## src/power_mode_pkg.sv

```systemverilog
// shared constants and types for the power mode and frame timing block
package power_mode_pkg;

    // operating modes, two-bit state
    typedef enum logic [1:0] {
        MODE_POWERED,
        MODE_BATTERY_RUN,
        MODE_DISPLAY_ONLY,
        MODE_SLEEP
    } op_mode_t;

    // frame sequencer states
    typedef enum logic [1:0] {
        FRAME_CONVERT,
        FRAME_SETTLE,
        FRAME_GAP
    } frame_state_t;

    // special register holding the power event flags
    localparam logic [7:0] POWER_EVENT_FLAGS_ADDR = 8'he8;
    localparam int         PLL_FALL_BIT           = 7;
    localparam int         PLL_RISE_BIT           = 6;
    localparam int         TIMER_WAKE_BIT         = 5;
    localparam int         BUTTON_WAKE_BIT        = 4;
    localparam logic [7:0] POWER_EVENT_FLAGS_RST  = 8'h00;

    // clock rate and crystal rate
    localparam int CLK_HZ        = 125000000;
    localparam int CRYSTAL_HZ    = 32768;
    // one crystal tick every so many clk cycles (rounded down)
    localparam int CRYSTAL_DIV   = CLK_HZ / CRYSTAL_HZ;
    // processor clock in battery run: 7 of every 8 crystal ticks
    localparam logic [2:0] BATTERY_SKIP_PHASE = 3'h7;

    // pll settle window after supply return, in crystal ticks
    localparam int PLL_SETTLE_MIN = 2048;
    localparam int PLL_SETTLE_MAX = 4096;

    // processor restart after wake, crystal ticks
    localparam int WAKE_START_TICKS = 3;

    // realtime monitor stream length in fast cycles
    localparam int MONITOR_BITS = 140;

    // engine cycle counts per filter length (0, 1, 2)
    localparam int ENGINE_CYCLES_0 = 138;
    localparam int ENGINE_CYCLES_1 = 288;
    localparam int ENGINE_CYCLES_2 = 384;

    localparam logic [15:0] RESTART_ADDR = 16'h0000;
    localparam int          KEEP_REGS    = 8;

    // supply and sensing inputs
    typedef struct packed {
        logic system_supply;
        logic fault_above_bias;   // fault_sense_input above bias_reference
        logic battery_present;
        logic battery_headroom_ok;
        logic pll_locked;
    } supply_status_t;

    // firmware control bits
    typedef struct packed {
        logic       display_only_request;
        logic       sleep_request;
        logic       adc_enable_bit;
        logic       engine_enable_bit;
        logic [2:0] processor_clock_divider;
        logic [3:0] mux_slot_divider;
        logic [1:0] filter_length_select;
        logic [1:0] first_slot_select;
        logic [7:0] presample_count;
        logic [7:0] accum_cycle_count;
    } fw_control_t;

    // gated enables toward the rest of the chip
    typedef struct packed {
        logic processor_run;
        logic processor_clk_en;
        logic adc_enable;
        logic engine_enable;
        logic display_enable;
        logic serial_enable;
        logic measure_enable;
    } gate_out_t;

endpackage

```

## src/meter_power_mode_and_frame_timing.sv

```systemverilog
// power mode controller with clock gating and sampling frame sequencer
//
// Summary of operation
// - frame lasts 1 plus divider times k ticks
// - whole-tick conversion then one settle tick
// - engine pass starts with slot 0 conversion
// - result written when each conversion completes
// - monitor stream starts at S, 140 cycles
// - transfer busy every presamples times accumulations
// - powered mode needs supply and stable pll
// - battery run on fault drop or wake
// - firmware requests display-only or sleep from battery
// - pll fall and rise set flags 7, 6
// - wake only by supply, timer, button; flags
// - low headroom forces sleep, stays asleep
// - supply return goes powered after pll settles
// - battery run processor clock is seven eighths
// - divider kept, ignored during battery run
// - no pll lock forces adc and engine enables off, clears pc
// - display-only stops processor, segments keep showing
// - wake restarts at zero, data memory undefined
// - eight keep registers survive sleep and display
// - sleep keeps only crystal and clock
// - battery run clock still serves 300 bd
// - processor held until pll lock after return
// - battery to powered raises interrupt, keeps config
// - button wake starts processor within three ticks
`timescale 1ns/1ps
module meter_power_mode_and_frame_timing
    import power_mode_pkg::*;
(
    // clock and reset
    input  wire logic                         clk,
    input  wire logic                         reset,
    // supply sensing and wake sources
    input  wire power_mode_pkg::supply_status_t supply,
    input  wire logic                         button_input,
    input  wire logic                         wake_timer_expired,
    // firmware control bits
    input  wire power_mode_pkg::fw_control_t  ctrl,
    // special register port
    input  wire logic [7:0]                   sfr_addr,
    input  wire logic                         sfr_write,
    input  wire logic [7:0]                   sfr_wdata,
    input  wire logic                         sfr_read,
    output logic [7:0]                        sfr_rdata,
    // keep registers port
    input  wire logic [2:0]                   keep_sel,
    input  wire logic                         keep_write,
    input  wire logic [7:0]                   keep_wdata,
    output logic [7:0]                        keep_rdata,
    // mode and gating
    output power_mode_pkg::op_mode_t          mode,
    output power_mode_pkg::gate_out_t         gates,
    output logic                              mode_change_irq,
    output logic [15:0]                       restart_pc,
    output logic                              data_mem_invalid,
    // frame timing
    output logic                              engine_pass_start,
    output logic                              result_write,
    output logic [1:0]                        result_slot,
    output logic                              engine_pc_clear,
    output logic                              monitor_active,
    output logic                              transfer_busy
);
    import power_mode_pkg::*;

    ////////////////////////////////////////////////////////////////////////////
    // crystal tick divider: the only slow rate, a one-cycle enable
    localparam int DIV_W = $clog2(CRYSTAL_DIV);
    logic [DIV_W-1:0] div_reg;
    logic             tick;
    always_ff @(posedge clk) begin
        if (reset || div_reg == DIV_W'(CRYSTAL_DIV - 1)) begin
            div_reg <= '0;
        end else begin
            div_reg <= div_reg + 1'b1;
        end
    end
    assign tick = (div_reg == DIV_W'(CRYSTAL_DIV - 1));

    ////////////////////////////////////////////////////////////////////////////
    // input edge history
    logic button_prev_reg;
    logic pll_prev_reg;
    logic button_rise;
    logic pll_fall;
    always_ff @(posedge clk) begin
        if (reset) begin
            button_prev_reg <= 1'b0;
            pll_prev_reg    <= 1'b0;
        end else begin
            button_prev_reg <= button_input;
            pll_prev_reg    <= supply.pll_locked;
        end
    end
    assign button_rise = button_input && !button_prev_reg;
    assign pll_fall    = pll_prev_reg && !supply.pll_locked;

    ////////////////////////////////////////////////////////////////////////////
    // supply return: count ticks since supply came back, saturating at the top of the settle window
    localparam int SETTLE_W = $clog2(PLL_SETTLE_MAX + 1);
    logic [SETTLE_W-1:0] settle_reg;
    logic                settle_ok;
    always_ff @(posedge clk) begin
        if (reset || !supply.system_supply) begin
            settle_reg <= '0;
        end else if (tick && settle_reg != SETTLE_W'(PLL_SETTLE_MAX)) begin
            settle_reg <= settle_reg + 1'b1;
        end
    end
    // pll is trusted no earlier than the minimum window
    assign settle_ok = supply.pll_locked && settle_reg >= SETTLE_W'(PLL_SETTLE_MIN);

    ////////////////////////////////////////////////////////////////////////////
    // mode state machine
    op_mode_t mode_reg;
    op_mode_t mode_next;
    logic     powered_ok;
    logic     low_headroom;
    assign powered_ok   = supply.system_supply && supply.fault_above_bias && settle_ok;
    assign low_headroom = !supply.battery_headroom_ok;
    always_comb begin
        mode_next = mode_reg;
        case (mode_reg)
            MODE_POWERED: begin
                if (!supply.fault_above_bias || !supply.pll_locked) begin
                    // battery present with headroom keeps running, otherwise straight to sleep
                    mode_next = (supply.battery_present && !low_headroom)
                              ? MODE_BATTERY_RUN : MODE_SLEEP;
                end
            end
            MODE_BATTERY_RUN: begin
                if (powered_ok) begin
                    mode_next = MODE_POWERED;
                end else if (low_headroom) begin
                    mode_next = MODE_SLEEP;
                end else if (ctrl.sleep_request) begin
                    mode_next = MODE_SLEEP;
                end else if (ctrl.display_only_request) begin
                    mode_next = MODE_DISPLAY_ONLY;
                end
            end
            MODE_DISPLAY_ONLY, MODE_SLEEP: begin
                // wakes only on supply, timer or button; headroom alone never wakes
                if (powered_ok) begin
                    mode_next = MODE_POWERED;
                end else if ((wake_timer_expired || button_rise) && !low_headroom) begin
                    mode_next = MODE_BATTERY_RUN;
                end else if (low_headroom) begin
                    mode_next = MODE_SLEEP;
                end
            end
            default: mode_next = MODE_SLEEP;
        endcase
    end
    always_ff @(posedge clk) begin
        if (reset) begin
            mode_reg <= MODE_POWERED;
        end else begin
            mode_reg <= mode_next;
        end
    end
    assign mode = mode_reg;

    logic leaving_low;
    assign leaving_low = (mode_reg == MODE_DISPLAY_ONLY || mode_reg == MODE_SLEEP)
                       && mode_next != mode_reg && mode_next != MODE_SLEEP;

    ////////////////////////////////////////////////////////////////////////////
    // power event flags; hardware set wins over a firmware clear
    logic [7:0] flags_reg;
    logic [7:0] flag_set;
    logic       flags_wr;
    always_comb begin
        flag_set = 8'h00;
        flag_set[PLL_FALL_BIT]    = mode_reg == MODE_POWERED && mode_next == MODE_BATTERY_RUN;
        flag_set[PLL_RISE_BIT]    = mode_reg != MODE_POWERED && mode_next == MODE_POWERED;
        flag_set[TIMER_WAKE_BIT]  = leaving_low && wake_timer_expired;
        flag_set[BUTTON_WAKE_BIT] = leaving_low && button_rise;
    end
    assign flags_wr = sfr_write && sfr_addr == POWER_EVENT_FLAGS_ADDR;
    always_ff @(posedge clk) begin
        if (reset) begin
            flags_reg <= POWER_EVENT_FLAGS_RST;
        end else begin
            // firmware writes zero to clear; unused bits read zero
            flags_reg <= ((flags_wr ? (flags_reg & sfr_wdata) : flags_reg) | flag_set)
                       & 8'hf0;
        end
    end
    always_ff @(posedge clk) begin
        if (reset) begin
            sfr_rdata <= 8'h00;
        end else if (sfr_read && sfr_addr == POWER_EVENT_FLAGS_ADDR) begin
            sfr_rdata <= flags_reg;
        end else begin
            sfr_rdata <= 8'h00;
        end
    end
    // interrupt on dropping from powered to battery run or returning to powered
    always_ff @(posedge clk) begin
        if (reset) begin
            mode_change_irq <= 1'b0;
        end else begin
            mode_change_irq <= flag_set[PLL_FALL_BIT] || flag_set[PLL_RISE_BIT];
        end
    end

    ////////////////////////////////////////////////////////////////////////////
    // keep registers: cleared only by hardware reset, never by mode changes
    logic [7:0] keep_reg [KEEP_REGS];
    genvar gi;
    generate
        for (gi = 0; gi < KEEP_REGS; gi++) begin : g_keep
            always_ff @(posedge clk) begin
                if (reset) begin
                    keep_reg[gi] <= 8'h00;
                end else if (keep_write && keep_sel == 3'(gi)) begin
                    keep_reg[gi] <= keep_wdata;
                end
            end
        end
    endgenerate
    always_ff @(posedge clk) begin
        if (reset) begin
            keep_rdata <= 8'h00;
        end else begin
            keep_rdata <= keep_reg[keep_sel];
        end
    end

    ////////////////////////////////////////////////////////////////////////////
    // wake restart: processor held a few ticks, then restarts at zero
    logic [1:0] wake_cnt_reg;
    logic       held_reg;
    always_ff @(posedge clk) begin
        if (reset) begin
            wake_cnt_reg     <= '0;
            held_reg         <= 1'b0;
            restart_pc       <= RESTART_ADDR;
            data_mem_invalid <= 1'b0;
        end else if (leaving_low) begin
            wake_cnt_reg     <= 2'(WAKE_START_TICKS - 1);
            held_reg         <= 1'b1;
            restart_pc       <= RESTART_ADDR;
            data_mem_invalid <= 1'b1;
        end else if (held_reg && tick) begin
            // release within three ticks of the wake edge
            if (wake_cnt_reg == 2'h0) begin
                held_reg <= 1'b0;
            end else begin
                wake_cnt_reg <= wake_cnt_reg - 1'b1;
            end
        end
    end

    ////////////////////////////////////////////////////////////////////////////
    // processor clock: divider in powered, 7 of 8 crystal ticks on battery
    logic [2:0] skip_reg;
    logic [2:0] pdiv_reg;
    logic       proc_en;
    always_ff @(posedge clk) begin
        if (reset) begin
            skip_reg <= '0;
        end else if (tick) begin
            skip_reg <= skip_reg + 1'b1;
        end
    end
    always_ff @(posedge clk) begin
        if (reset || pdiv_reg >= ctrl.processor_clock_divider) begin
            pdiv_reg <= '0;
        end else if (mode_reg == MODE_POWERED) begin
            pdiv_reg <= pdiv_reg + 1'b1;
        end
    end
    always_comb begin
        case (mode_reg)
            MODE_POWERED:     proc_en = pdiv_reg >= ctrl.processor_clock_divider;
            // jittery but averages 28.672 kHz, enough for 300 bd serial
            MODE_BATTERY_RUN: proc_en = tick && skip_reg != BATTERY_SKIP_PHASE;
            default:          proc_en = 1'b0;
        endcase
    end

    ////////////////////////////////////////////////////////////////////////////
    // enable gating per mode
    logic run_ok;
    assign run_ok = (mode_reg == MODE_POWERED || mode_reg == MODE_BATTERY_RUN) && !held_reg;
    always_ff @(posedge clk) begin
        if (reset) begin
            gates <= '0;
        end else begin
            gates.processor_run    <= run_ok && (mode_reg != MODE_POWERED || settle_ok);
            gates.processor_clk_en <= run_ok && proc_en;
            gates.adc_enable       <= ctrl.adc_enable_bit && supply.pll_locked
                                      && mode_reg == MODE_POWERED;
            gates.engine_enable    <= ctrl.engine_enable_bit && supply.pll_locked
                                      && mode_reg == MODE_POWERED;
            gates.display_enable   <= mode_reg != MODE_SLEEP;
            gates.serial_enable    <= mode_reg == MODE_POWERED || mode_reg == MODE_BATTERY_RUN;
            gates.measure_enable   <= mode_reg == MODE_POWERED;
        end
    end

    ////////////////////////////////////////////////////////////////////////////
    // frame sequencer: k conversion ticks per slot, then one settle tick per frame
    frame_state_t fstate_reg;
    logic [1:0]   k_ticks;
    logic [1:0]   conv_cnt_reg;
    logic [3:0]   slot_reg;
    logic         frame_run;
    assign k_ticks   = (ctrl.filter_length_select == 2'h2) ? 2'h3
                     : (ctrl.filter_length_select == 2'h1) ? 2'h2 : 2'h1;
    assign frame_run = gates.adc_enable;
    always_ff @(posedge clk) begin
        if (reset || !frame_run) begin
            fstate_reg   <= FRAME_GAP;
            conv_cnt_reg <= '0;
            slot_reg     <= '0;
        end else if (tick) begin
            case (fstate_reg)
                FRAME_GAP, FRAME_SETTLE: begin
                    // idle start or the settle tick: next frame opens at slot 0
                    fstate_reg   <= FRAME_CONVERT;
                    slot_reg     <= '0;
                    conv_cnt_reg <= k_ticks - 2'h1;
                end
                FRAME_CONVERT: begin
                    if (conv_cnt_reg != 2'h0) begin
                        conv_cnt_reg <= conv_cnt_reg - 2'h1;
                    end else if (slot_reg + 4'h1 < ctrl.mux_slot_divider) begin
                        slot_reg     <= slot_reg + 4'h1;
                        conv_cnt_reg <= k_ticks - 2'h1;
                    end else begin
                        fstate_reg <= FRAME_SETTLE;
                    end
                end
                default: fstate_reg <= FRAME_GAP;
            endcase
        end
    end
    // crossing flips once per frame, so a single settle tick closes it: 1 + slots * k

    ////////////////////////////////////////////////////////////////////////////
    // frame events, engine pass, monitor stream, transfer busy
    logic       pass_begin;
    logic       conv_done;
    logic [7:0] mon_cnt_reg;
    logic [7:0] pre_cnt_reg;
    logic [7:0] acc_cnt_reg;
    // slot 0 conversion starts on any tick outside the convert state while frame_run is high
    assign pass_begin = tick && frame_run && fstate_reg != FRAME_CONVERT;
    assign conv_done  = tick && frame_run && fstate_reg == FRAME_CONVERT
                      && conv_cnt_reg == 2'h0;
    always_ff @(posedge clk) begin
        if (reset) begin
            engine_pass_start <= 1'b0;
            result_write      <= 1'b0;
            result_slot       <= '0;
            engine_pc_clear   <= 1'b0;
        end else begin
            // pass begins with the conversion of the selected first slot
            engine_pass_start <= pass_begin;
            result_write      <= conv_done;
            result_slot       <= slot_reg[1:0] + ctrl.first_slot_select;
            engine_pc_clear   <= pll_fall;
        end
    end
    // monitor stream runs 140 fast cycles from pass start, well inside a frame
    always_ff @(posedge clk) begin
        if (reset || pll_fall) begin
            mon_cnt_reg    <= '0;
            monitor_active <= 1'b0;
        end else if (pass_begin) begin
            mon_cnt_reg    <= 8'(MONITOR_BITS - 1);
            monitor_active <= 1'b1;
        end else if (mon_cnt_reg != 8'h00) begin
            mon_cnt_reg <= mon_cnt_reg - 8'h01;
        end else begin
            monitor_active <= 1'b0;
        end
    end
    // one pulse per presample_count times accum_cycle_count passes
    always_ff @(posedge clk) begin
        if (reset || pll_fall) begin
            pre_cnt_reg   <= '0;
            acc_cnt_reg   <= '0;
            transfer_busy <= 1'b0;
        end else begin
            transfer_busy <= 1'b0;
            if (pass_begin) begin
                if (pre_cnt_reg + 8'h01 >= ctrl.presample_count) begin
                    pre_cnt_reg <= '0;
                    if (acc_cnt_reg + 8'h01 >= ctrl.accum_cycle_count) begin
                        acc_cnt_reg   <= '0;
                        transfer_busy <= 1'b1;
                    end else begin
                        acc_cnt_reg <= acc_cnt_reg + 8'h01;
                    end
                end else begin
                    pre_cnt_reg <= pre_cnt_reg + 8'h01;
                end
            end
        end
    end

endmodule

```

## config.mk

```make
export PLATFORM = sky130hd
export DESIGN_NAME = meter_power_mode_and_frame_timing
export DESIGN_NICKNAME = d
export VERILOG_FILES = /design/src/power_mode_pkg.sv /design/src/meter_power_mode_and_frame_timing.sv
export SDC_FILE = /design/constraint.sdc
export NUM_CORES = 1
export LEC_CHECK = 0
export ABC_CLOCK_PERIOD_IN_PS = 2600
export BUFFER_PORTS_ARGS = -buffer_cell sky130_fd_sc_hd__buf_4
export CORE_ASPECT_RATIO = 1.4
export CORE_MARGIN = 4
export CORE_UTILIZATION = 45
export CTS_CLUSTER_DIAMETER = 30
export DETAILED_ROUTE_END_ITERATION = 10
export GPL_TIMING_DRIVEN = 0
export PLACE_DENSITY = 0.68
export SYNTH_ARGS = -nofsm -noshare
export SYNTH_HDL_FRONTEND = slang
export SYNTH_SLANG_ARGS = --single-unit
export TNS_END_PERCENT = 50
```

## constraint.sdc

```tcl
create_clock -name clk -period 2.6 [get_ports clk]
set_clock_uncertainty 0.1 [all_clocks]
set_input_delay 0.39 -clock clk [delete_from_list [all_inputs] [get_ports clk]]
set_output_delay 0.39 -clock clk [all_outputs]
set_load 0.02 [all_outputs]
```

### Word-level counts from Yosys, hierarchy flattened

Memory sizes are Yosys's and may differ from the RTL's. A register that Yosys moved wholly into a read port is not among the register bits.
Index checks and enable logic that the tools add are counted.

* add/subtract/negate cells: 12
* $lt $le $gt $ge: 5
* equal/unequal tests: 28
* muxes and demuxes: 70
* bitwise operators: 14
* reduce and logical (&&, ||, !) cells: 81

Operator list (count)
* 8-bit 2-to-1 mux: 13
* 1-bit logical AND: 37
* 2-bit 2-to-1 mux: 18
* 1-bit 2-to-1 mux: 32
* 8-bit by 1-bit adder with 8-bit output (second input constant): 2
* 8-bit greater-or-equal comparator: 2
* 2-bit != test (second input constant): 7
* 2-bit nonzero test: 7
* 13-bit by 1-bit adder with 13-bit output (second input constant): 1
* 13-bit by 12-bit greater-or-equal comparator with 1-bit output (second input constant): 1
* 13-bit != test (second input constant): 1
* 12-bit by 1-bit adder with 12-bit output (second input constant): 1
* 12-bit equality test (second input constant): 1
* 3-bit equality test (second input constant): 4
* 1-bit logical OR: 11
* 2-bit logical NOT: 5
* 2-bit OR reduction: 5
* 8-bit bitwise AND: 1
* 2-bit by 1-bit equality test with 1-bit output (second input constant): 4
* 2-bit equality test (second input constant): 4
* 8-bit equality test (second input constant): 1
* 4-bit 2-to-1 mux: 2
* 1-bit bitwise OR: 8
* 8-bit bitwise OR: 1
* 23 further kinds: 41

* flip-flop bits (word level): 102
* memory bits (writable): 64
* input bits: 70
* output and inout bits: 50
* word-level logic and storage cells: 246
* memories: 1

Memory list
* keep_reg: words 8, bits a word 8, read ports 1, clocked after Yosys merged registers in 1, wr ports 8, RTL line meter_power_mode_and_frame_timing.sv:212 `logic [7:0] keep_reg [KEEP_REGS];`

### Depth between registers and ports, before layout

Gate-level depths: netlist of run 1.

* depth in word-level cells: 12
* mapped depth: 11
* mapped depth without buffers: 10

### Least setup slack after synthesis of run 1

OpenSTA, ideal clock, no wires.

* path type: register -> register
* start: reg pre_cnt_reg[4]
* end: reg acc_cnt_reg[3]
* setup time: 0.117 ns
* data arrival time: 2.286 ns
* data required time: 2.383 ns
* path slack: 0.097 ns
* stages on the path, launching flop included: 10
* path buffers: 0
* period minus slack after synthesis: 2.503 ns
* cells stage by stage: dfxtp_1 > and3_1 > and3_1 > and3_1 > xor2_1 > ha_1 > nand4_1 > o31a_1 > a211o_1 > a32o_1

* word-level cells in the longest chain between the ends: 3

Ends and longest elaborated chain
* start, declared: RTL line meter_power_mode_and_frame_timing.sv:350 `logic [7:0] pre_cnt_reg;`
* start signal, assigned: RTL line meter_power_mode_and_frame_timing.sv:402 `pre_cnt_reg <= pre_cnt_reg + 8'h01;`
* 8-bit by 1-bit adder with 8-bit output: RTL line meter_power_mode_and_frame_timing.sv:393 `if (pre_cnt_reg + 8'h01 >= ctrl.presample_count) begin`
* 8-bit greater-or-equal comparator: RTL line meter_power_mode_and_frame_timing.sv:393
* 2-bit AND reduction (no source line)
* end signal, assigned: RTL line meter_power_mode_and_frame_timing.sv:399 `acc_cnt_reg <= acc_cnt_reg + 8'h01;`
* end, declared: RTL line meter_power_mode_and_frame_timing.sv:351 `logic [7:0] acc_cnt_reg;`

Every way passes these cells.
A chain may end at the register's enable or synchronous reset.

### Final worst setup path of run 1

* start: reg pre_cnt_reg[1]
* end: reg acc_cnt_reg[0]

Same word-level chain as after synthesis.

==> flow_summary.toml, run 1 <==
[sta]
setup_slack_ns = -0.0344
period_share = 1.01
max_freq_mhz = 380
setup_tns_ns = -0.0344
setup_viol = 1
finalHoldViolCount = 0
slew_violations = 0
rsz0062_at_grt = "true"
slew_headroom = 0.360
fin_crit_ns = 2.63
tightest_slew_ns = 0.958
holdWs_ns = 0.0823

[worst_hold_path]
hp-class = "in -> reg"
holdPathStages = 2
worst_hold_path.endpoint = "mode[0]"
min_from = "supply[3]"

[pwr]
power_leakage_nw = 4.07
pwr-share-clk = 0.385
max-vdd-ir-drop_v = 0.000515
switching_share = 0.249
internal_power_mw = 4.66
power_density_nw_per_um2 = 619
comb_power_share = 0.139
p_seq_frac = 0.476
p_sw_mw = 1.54

[detailed_routing]
num_vias = 5898
drtPass1Iterations = 4
drt_wl_total_um = 18100
antenna_left = 0
wl_per_cell_um = 15.6
route.detailed.drc = 0
drt_iter0_markers = 254
vias_per_cell = 5.08

[floorplan]
start_util = 0.462
die_height_um = 167
io_pins = 120
fp.coreArea_sq_um = 17500
core.rowCount = 57
die_area_sq_um = 20300
die_w_um = 121

[placed_design]
routabilityCongestion = 0.846
dp_hpwl_um = 13300
io_buffers = 95
pre_cts_ws_ns = -0.249

[finish]
area_growth_pct = 23.6
largest_register_ffs = 64
drive_above_1_share = 0.244
fin_util = 0.572
antenna_cells = 0
final_net_count = 1017

[yosys]
ys.flop_type = "dfxtp_1"
yosysUniqueCellTypes = 70
synth_common_cells = "dfxtp_1 (102), and2_1 (68), edfxtp_1 (64), nor2_1 (64), inv_1 (39)"
yosys.area.top_type = "dfxtp_1"
synth_edf_count = 64
yosysWarnings = 0
synth_top_area_share = 0.252
yosysSeqAreaShare = 0.489
postSynthAreaPerCell_sq_um = 10.6
async_reset_ff_frac = 0
synthCells = 765
syn_area_sq_um = 8110
synth_most_common_cell = "dfxtp_1"
synth_seq_cells = 166
synth.area.top_cells = "dfxtp_1 (25%), edfxtp_1 (24%), ha_1 (5.6%), and2_1 (5.2%), mux4_2 (4.4%)"

[grt]
grt_pass1_vias = 5808
track_usage = 0.181
antenna_found_initial = 0
grt_start_max_net_pins = 17
grt_pass1_wl_um = 28600
overflow = 0

[clock_tree]
cts-root-buf = "clkbuf_16"
cts.clk_slew.worst_paths_ns = 0.06
htreeDepth = 4
hold_buffers = 0
cts_tree = "built"
cts_buffers = 17
cts_buffer_depth = 2
insertion_delay_ns = 0.43
clock-sinks = 166

[setup_path]
rr_worst_depth = 10
worst_setup_path_start_kind = "register"
worstReg2RegEnd = "acc_cnt_reg[0]"
path_class = "reg -> reg"
cp.arrival_ns = 2.89
crit_buf_inv = 1
cpPeakStageDelay_ns = 0.41
rrSetupSlack_ns = -0.03
crit_fanout = 4
end_kind = "register"
required_ns = 2.86
worst_path_most_repeated_cell = "and3_4"
path_delay_family = "simple AND/OR/NAND/NOR gates"
timing.rr.start = "pre_cnt_reg[1]"
critPathSlowestCell = "or4_4"
crit_chain = "and3_4 > and3_4 > and3_4 > xor2_4 > ha_4 > nand4_1 > o31a_1 > buf_6 > or4_4 > a21oi_2"

[outcome]
status = "complete, but fails checks"
violations = "setup timing"

[run]
cap_viol_max_count = 0
-- cell families (layout without fill, tap and decap cells) --
kind of cell,count (synthesis),after routing,share of synthesized area
and+or+nand+nor,290,290,0.201
DFF,166,166,0.489
AOI/OAI and AO/OA,121,121,0.101
buffers and inverters,83,223,0.0512
xor gates and xnor gates,41,41,0.0443
adders and majority gates,36,36,0.0555
muxes,27,27,0.0580
other,1,20,0.000462
-- layer usage --
metal	GRT usage	vias up	routed length, um
li1	-	2990	-
met1	0.198	2768	6880
met2	0.338	117	10200
met3	0.0448	23	772
met4	0.0570	0	287
met5	0	-	0
-- final cells by class --
cell class / instances / area [sq um]
Sequential cell: 166 / 3980
Clock buffer: 21 / 440
Buffer: 44 / 272
Clock inverter: 11 / 108
Tap cell: 236 / 295
Fill cell: 1565 / 7520
Multi-Input combinational cell: 535 / 3970
Timing Repair Buffer: 108 / 818
Inverter: 39 / 146
-- cell usage in the layout (no fill, tap or decap), types with 11 or more instances in the layout --
cell / count
nor2_1: 63
nand3_1: 16
nand2b_1: 14
conb_1: 20
inv_1: 39
nand4_1: 13
nor3_1: 17
and2_1: 68
clkbuf_16: 17
dfxtp_1: 96
a21oi_1: 35
ha_1: 32
clkbuf_1: 17
mux4_2: 16
nand2_1: 36
xnor2_1: 26
o21ai_0: 26
buf_4: 131
mux2i_1: 11
xor2_1: 12
edfxtp_1: 64
-- how the worst max path moves through the flow --
stage | start | to | slack [ns] | cells past startpoint
after global routing | pre_cnt_reg[0] | acc_cnt_reg[2] | -0.10 | 10
after CTS | pre_cnt_reg[0] | acc_cnt_reg[2] | -0.04 | 10
after detailed placement | pre_cnt_reg[0] | acc_cnt_reg[2] | -0.25 | 10
after global placement | pre_cnt_reg[0] | acc_cnt_reg[4] | -0.22 | 10
final | pre_cnt_reg[1] | acc_cnt_reg[0] | -0.03 | 10
after floorplan | pre_cnt_reg[4] | acc_cnt_reg[3] | 0.1 | 9
-- what timing repair did --
| action | CTS | global route |
|---|---|---|
| setup buffers | 10 | 3 |
| gates resized for setup | 20 | 22 |
| pin swaps | 9 | 7 |
| setup endpoints to repair | 17 | 21 |
-- through the flow --
stage	instance area (sq um)	std cells	power (mW)
global placement	9190	1115	3.86
global route	10000	1160	6.48
floorplan	8180	784	3.59
detailed placement	9190	1115	3.87
finish	10000	1160	6.20
CTS	9880	1157	6.26
-- power by group through the flow --
stage | Clock, mW | Sequential, mW | Combinational [mW]
2_1_floorplan | 0 | 3.02 | 0.566
3_3_place_gp | 0 | 3.01 | 0.853
3_5_place_dp | 0 | 3.01 | 0.863
4_1_cts | 2.43 | 2.95 | 0.870
5_1_grt | 2.54 | 2.98 | 0.960
6_report | 2.39 | 2.95 | 0.864
Note: power is estimated with default switching activity, not from simulation.
==> inputs of run 2 (changes only) <==
--- a/config.mk
+++ b/config.mk
@@ -10,6 +10,7 @@
 export CORE_ASPECT_RATIO = 1.4
 export CORE_MARGIN = 4
 export CORE_UTILIZATION = 45
+export CTS_BUF_LIST = sky130_fd_sc_hd__clkbuf_4 sky130_fd_sc_hd__clkbuf_8 sky130_fd_sc_hd__clkbuf_16
 export CTS_CLUSTER_DIAMETER = 30
 export DETAILED_ROUTE_END_ITERATION = 10
 export GPL_TIMING_DRIVEN = 0
==> flow_summary.toml, run 2 (synthesis gave the netlist of run 1 again) <==
[floorplan]
core.rowCount = 57
fp.coreArea_sq_um = 17500
die_w_um = 121
io_pins = 120
die_area_sq_um = 20300
die_height_um = 167
start_util = 0.462

[detailed_routing]
wl_per_cell_um = 15.6
drt_iter0_markers = 321
drtPass1Iterations = 5
drt_wl_total_um = 18100
vias_per_cell = 5.05
num_vias = 5857
antenna_left = 0
route.detailed.drc = 0

[clock_tree]
insertion_delay_ns = 0.42
cts.clk_slew.worst_paths_ns = 0.06
cts-root-buf = "clkbuf_16"
hold_buffers = 0
htreeDepth = 4
cts_buffer_depth = 2
clock-sinks = 166
cts_buffers = 17
cts_tree = "built"

[sta]
max_freq_mhz = 380
slew_violations = 0
fin_crit_ns = 2.63
setup_tns_ns = -0.0344
tightest_slew_ns = 0.979
setup_viol = 1
period_share = 1.01
holdWs_ns = 0.0819
setup_slack_ns = -0.0344
slew_headroom = 0.346
finalHoldViolCount = 0
rsz0062_at_grt = "true"

[setup_path]
end_kind = "register"
path_class = "reg -> reg"
worst_setup_path_start_kind = "register"
rrSetupSlack_ns = -0.03
required_ns = 2.86
cp.arrival_ns = 2.89
timing.rr.start = "pre_cnt_reg[1]"
crit_fanout = 4
worstReg2RegEnd = "acc_cnt_reg[0]"
rr_worst_depth = 10

[grt]
overflow = 0
grt_start_max_net_pins = 17
antenna_found_initial = 0
grt_pass1_vias = 5832
track_usage = 0.181
grt_pass1_wl_um = 28700

[placed_design]
dp_hpwl_um = 13300
routabilityCongestion = 0.846
pre_cts_ws_ns = -0.249
io_buffers = 95

[finish]
final_net_count = 1017
layout_common_cells = "buf_4 (131), dfxtp_1 (96), and2_1 (68)"
antenna_cells = 0
area_growth_pct = 23.8
drive_above_1_share = 0.248
ff_latch_area_sq_um = 3980
fin_util = 0.572
fillCellCount = 1560
largest_register_ffs = 64
multi_input_area_sq_um = 3970
final_common_cell = "buf_4"

[worst_hold_path]
holdPathStages = 2
worst_hold_path.endpoint = "mode[0]"
hp-class = "in -> reg"
min_from = "supply[3]"

[outcome]
status = "complete, but fails checks"
violations = "setup timing"

[pwr]
power_density_nw_per_um2 = 622
max-vdd-ir-drop_v = 0.000515
power_leakage_nw = 4.09

[run]
cap_viol_max_count = 0
## run 2: layout make-up
type | count | area share
Clock buffer | 21 | 0.0454
Buffer | 44 | 0.0270
Tap cell | 236 | 0.0294
Clock inverter | 11 | 0.0107
Sequential cell | 166 | 0.396
Multi-Input combinational cell | 535 | 0.395
Timing Repair Buffer | 108 | 0.0815
Inverter | 39 | 0.0146
## run 2: critical path: stages (launching register included)
cell and delay (ns):
dfxtp_4 0.36, and3_4 0.17, and3_4 0.17, and3_4 0.19, xor2_4 0.16, ha_4 0.28, nand4_1 0.12, o31a_1 0.34
buf_6 0.16, or4_4 0.41, a21oi_2 0.11
## run 2: per-stage QoR
stage | instance area (sq um) | power [mW] | cells
2_1_floorplan | 8180 | 3.59 | 784
3_3_place_gp | 9190 | 3.86 | 1115
3_5_place_dp | 9190 | 3.87 | 1115
5_1_grt | 10000 | 6.52 | 1160
4_1_cts | 9900 | 6.30 | 1157
6_report | 10000 | 6.25 | 1160
## run 2: how the worst max path moves through the flow
stage	from	to	depth (start not counted)
6_report	pre_cnt_reg[1]	acc_cnt_reg[0]	10
2_1_floorplan	pre_cnt_reg[4]	acc_cnt_reg[3]	9
4_1_cts	pre_cnt_reg[0]	acc_cnt_reg[2]	10
5_1_grt	pre_cnt_reg[0]	acc_cnt_reg[2]	10
3_3_place_gp	pre_cnt_reg[0]	acc_cnt_reg[4]	10
3_5_place_dp	pre_cnt_reg[0]	acc_cnt_reg[2]	10
## run 2: what timing repair did
action	CTS	global route
gates resized for setup	20	22
buffers inserted	10	3
hold endpoints to repair	0	0
endpoints found under the setup margin	17	21
pin swaps	9	7
## run 2: power by group
part           switching [mW]  total [mW]  internal, mW
Sequential             0.0859        2.95          2.87
Combinational           0.465       0.862         0.397
Clock                   0.993        2.43          1.44
## run 2: routing by layer
metal  global-route usage  vias up  share of wire
li1                     -     2988              -
met1                0.197     2741           0.37
met2                0.339      110           0.56
met3               0.0448       18          0.049
met4               0.0570        0          0.013
met5                    0        -              0
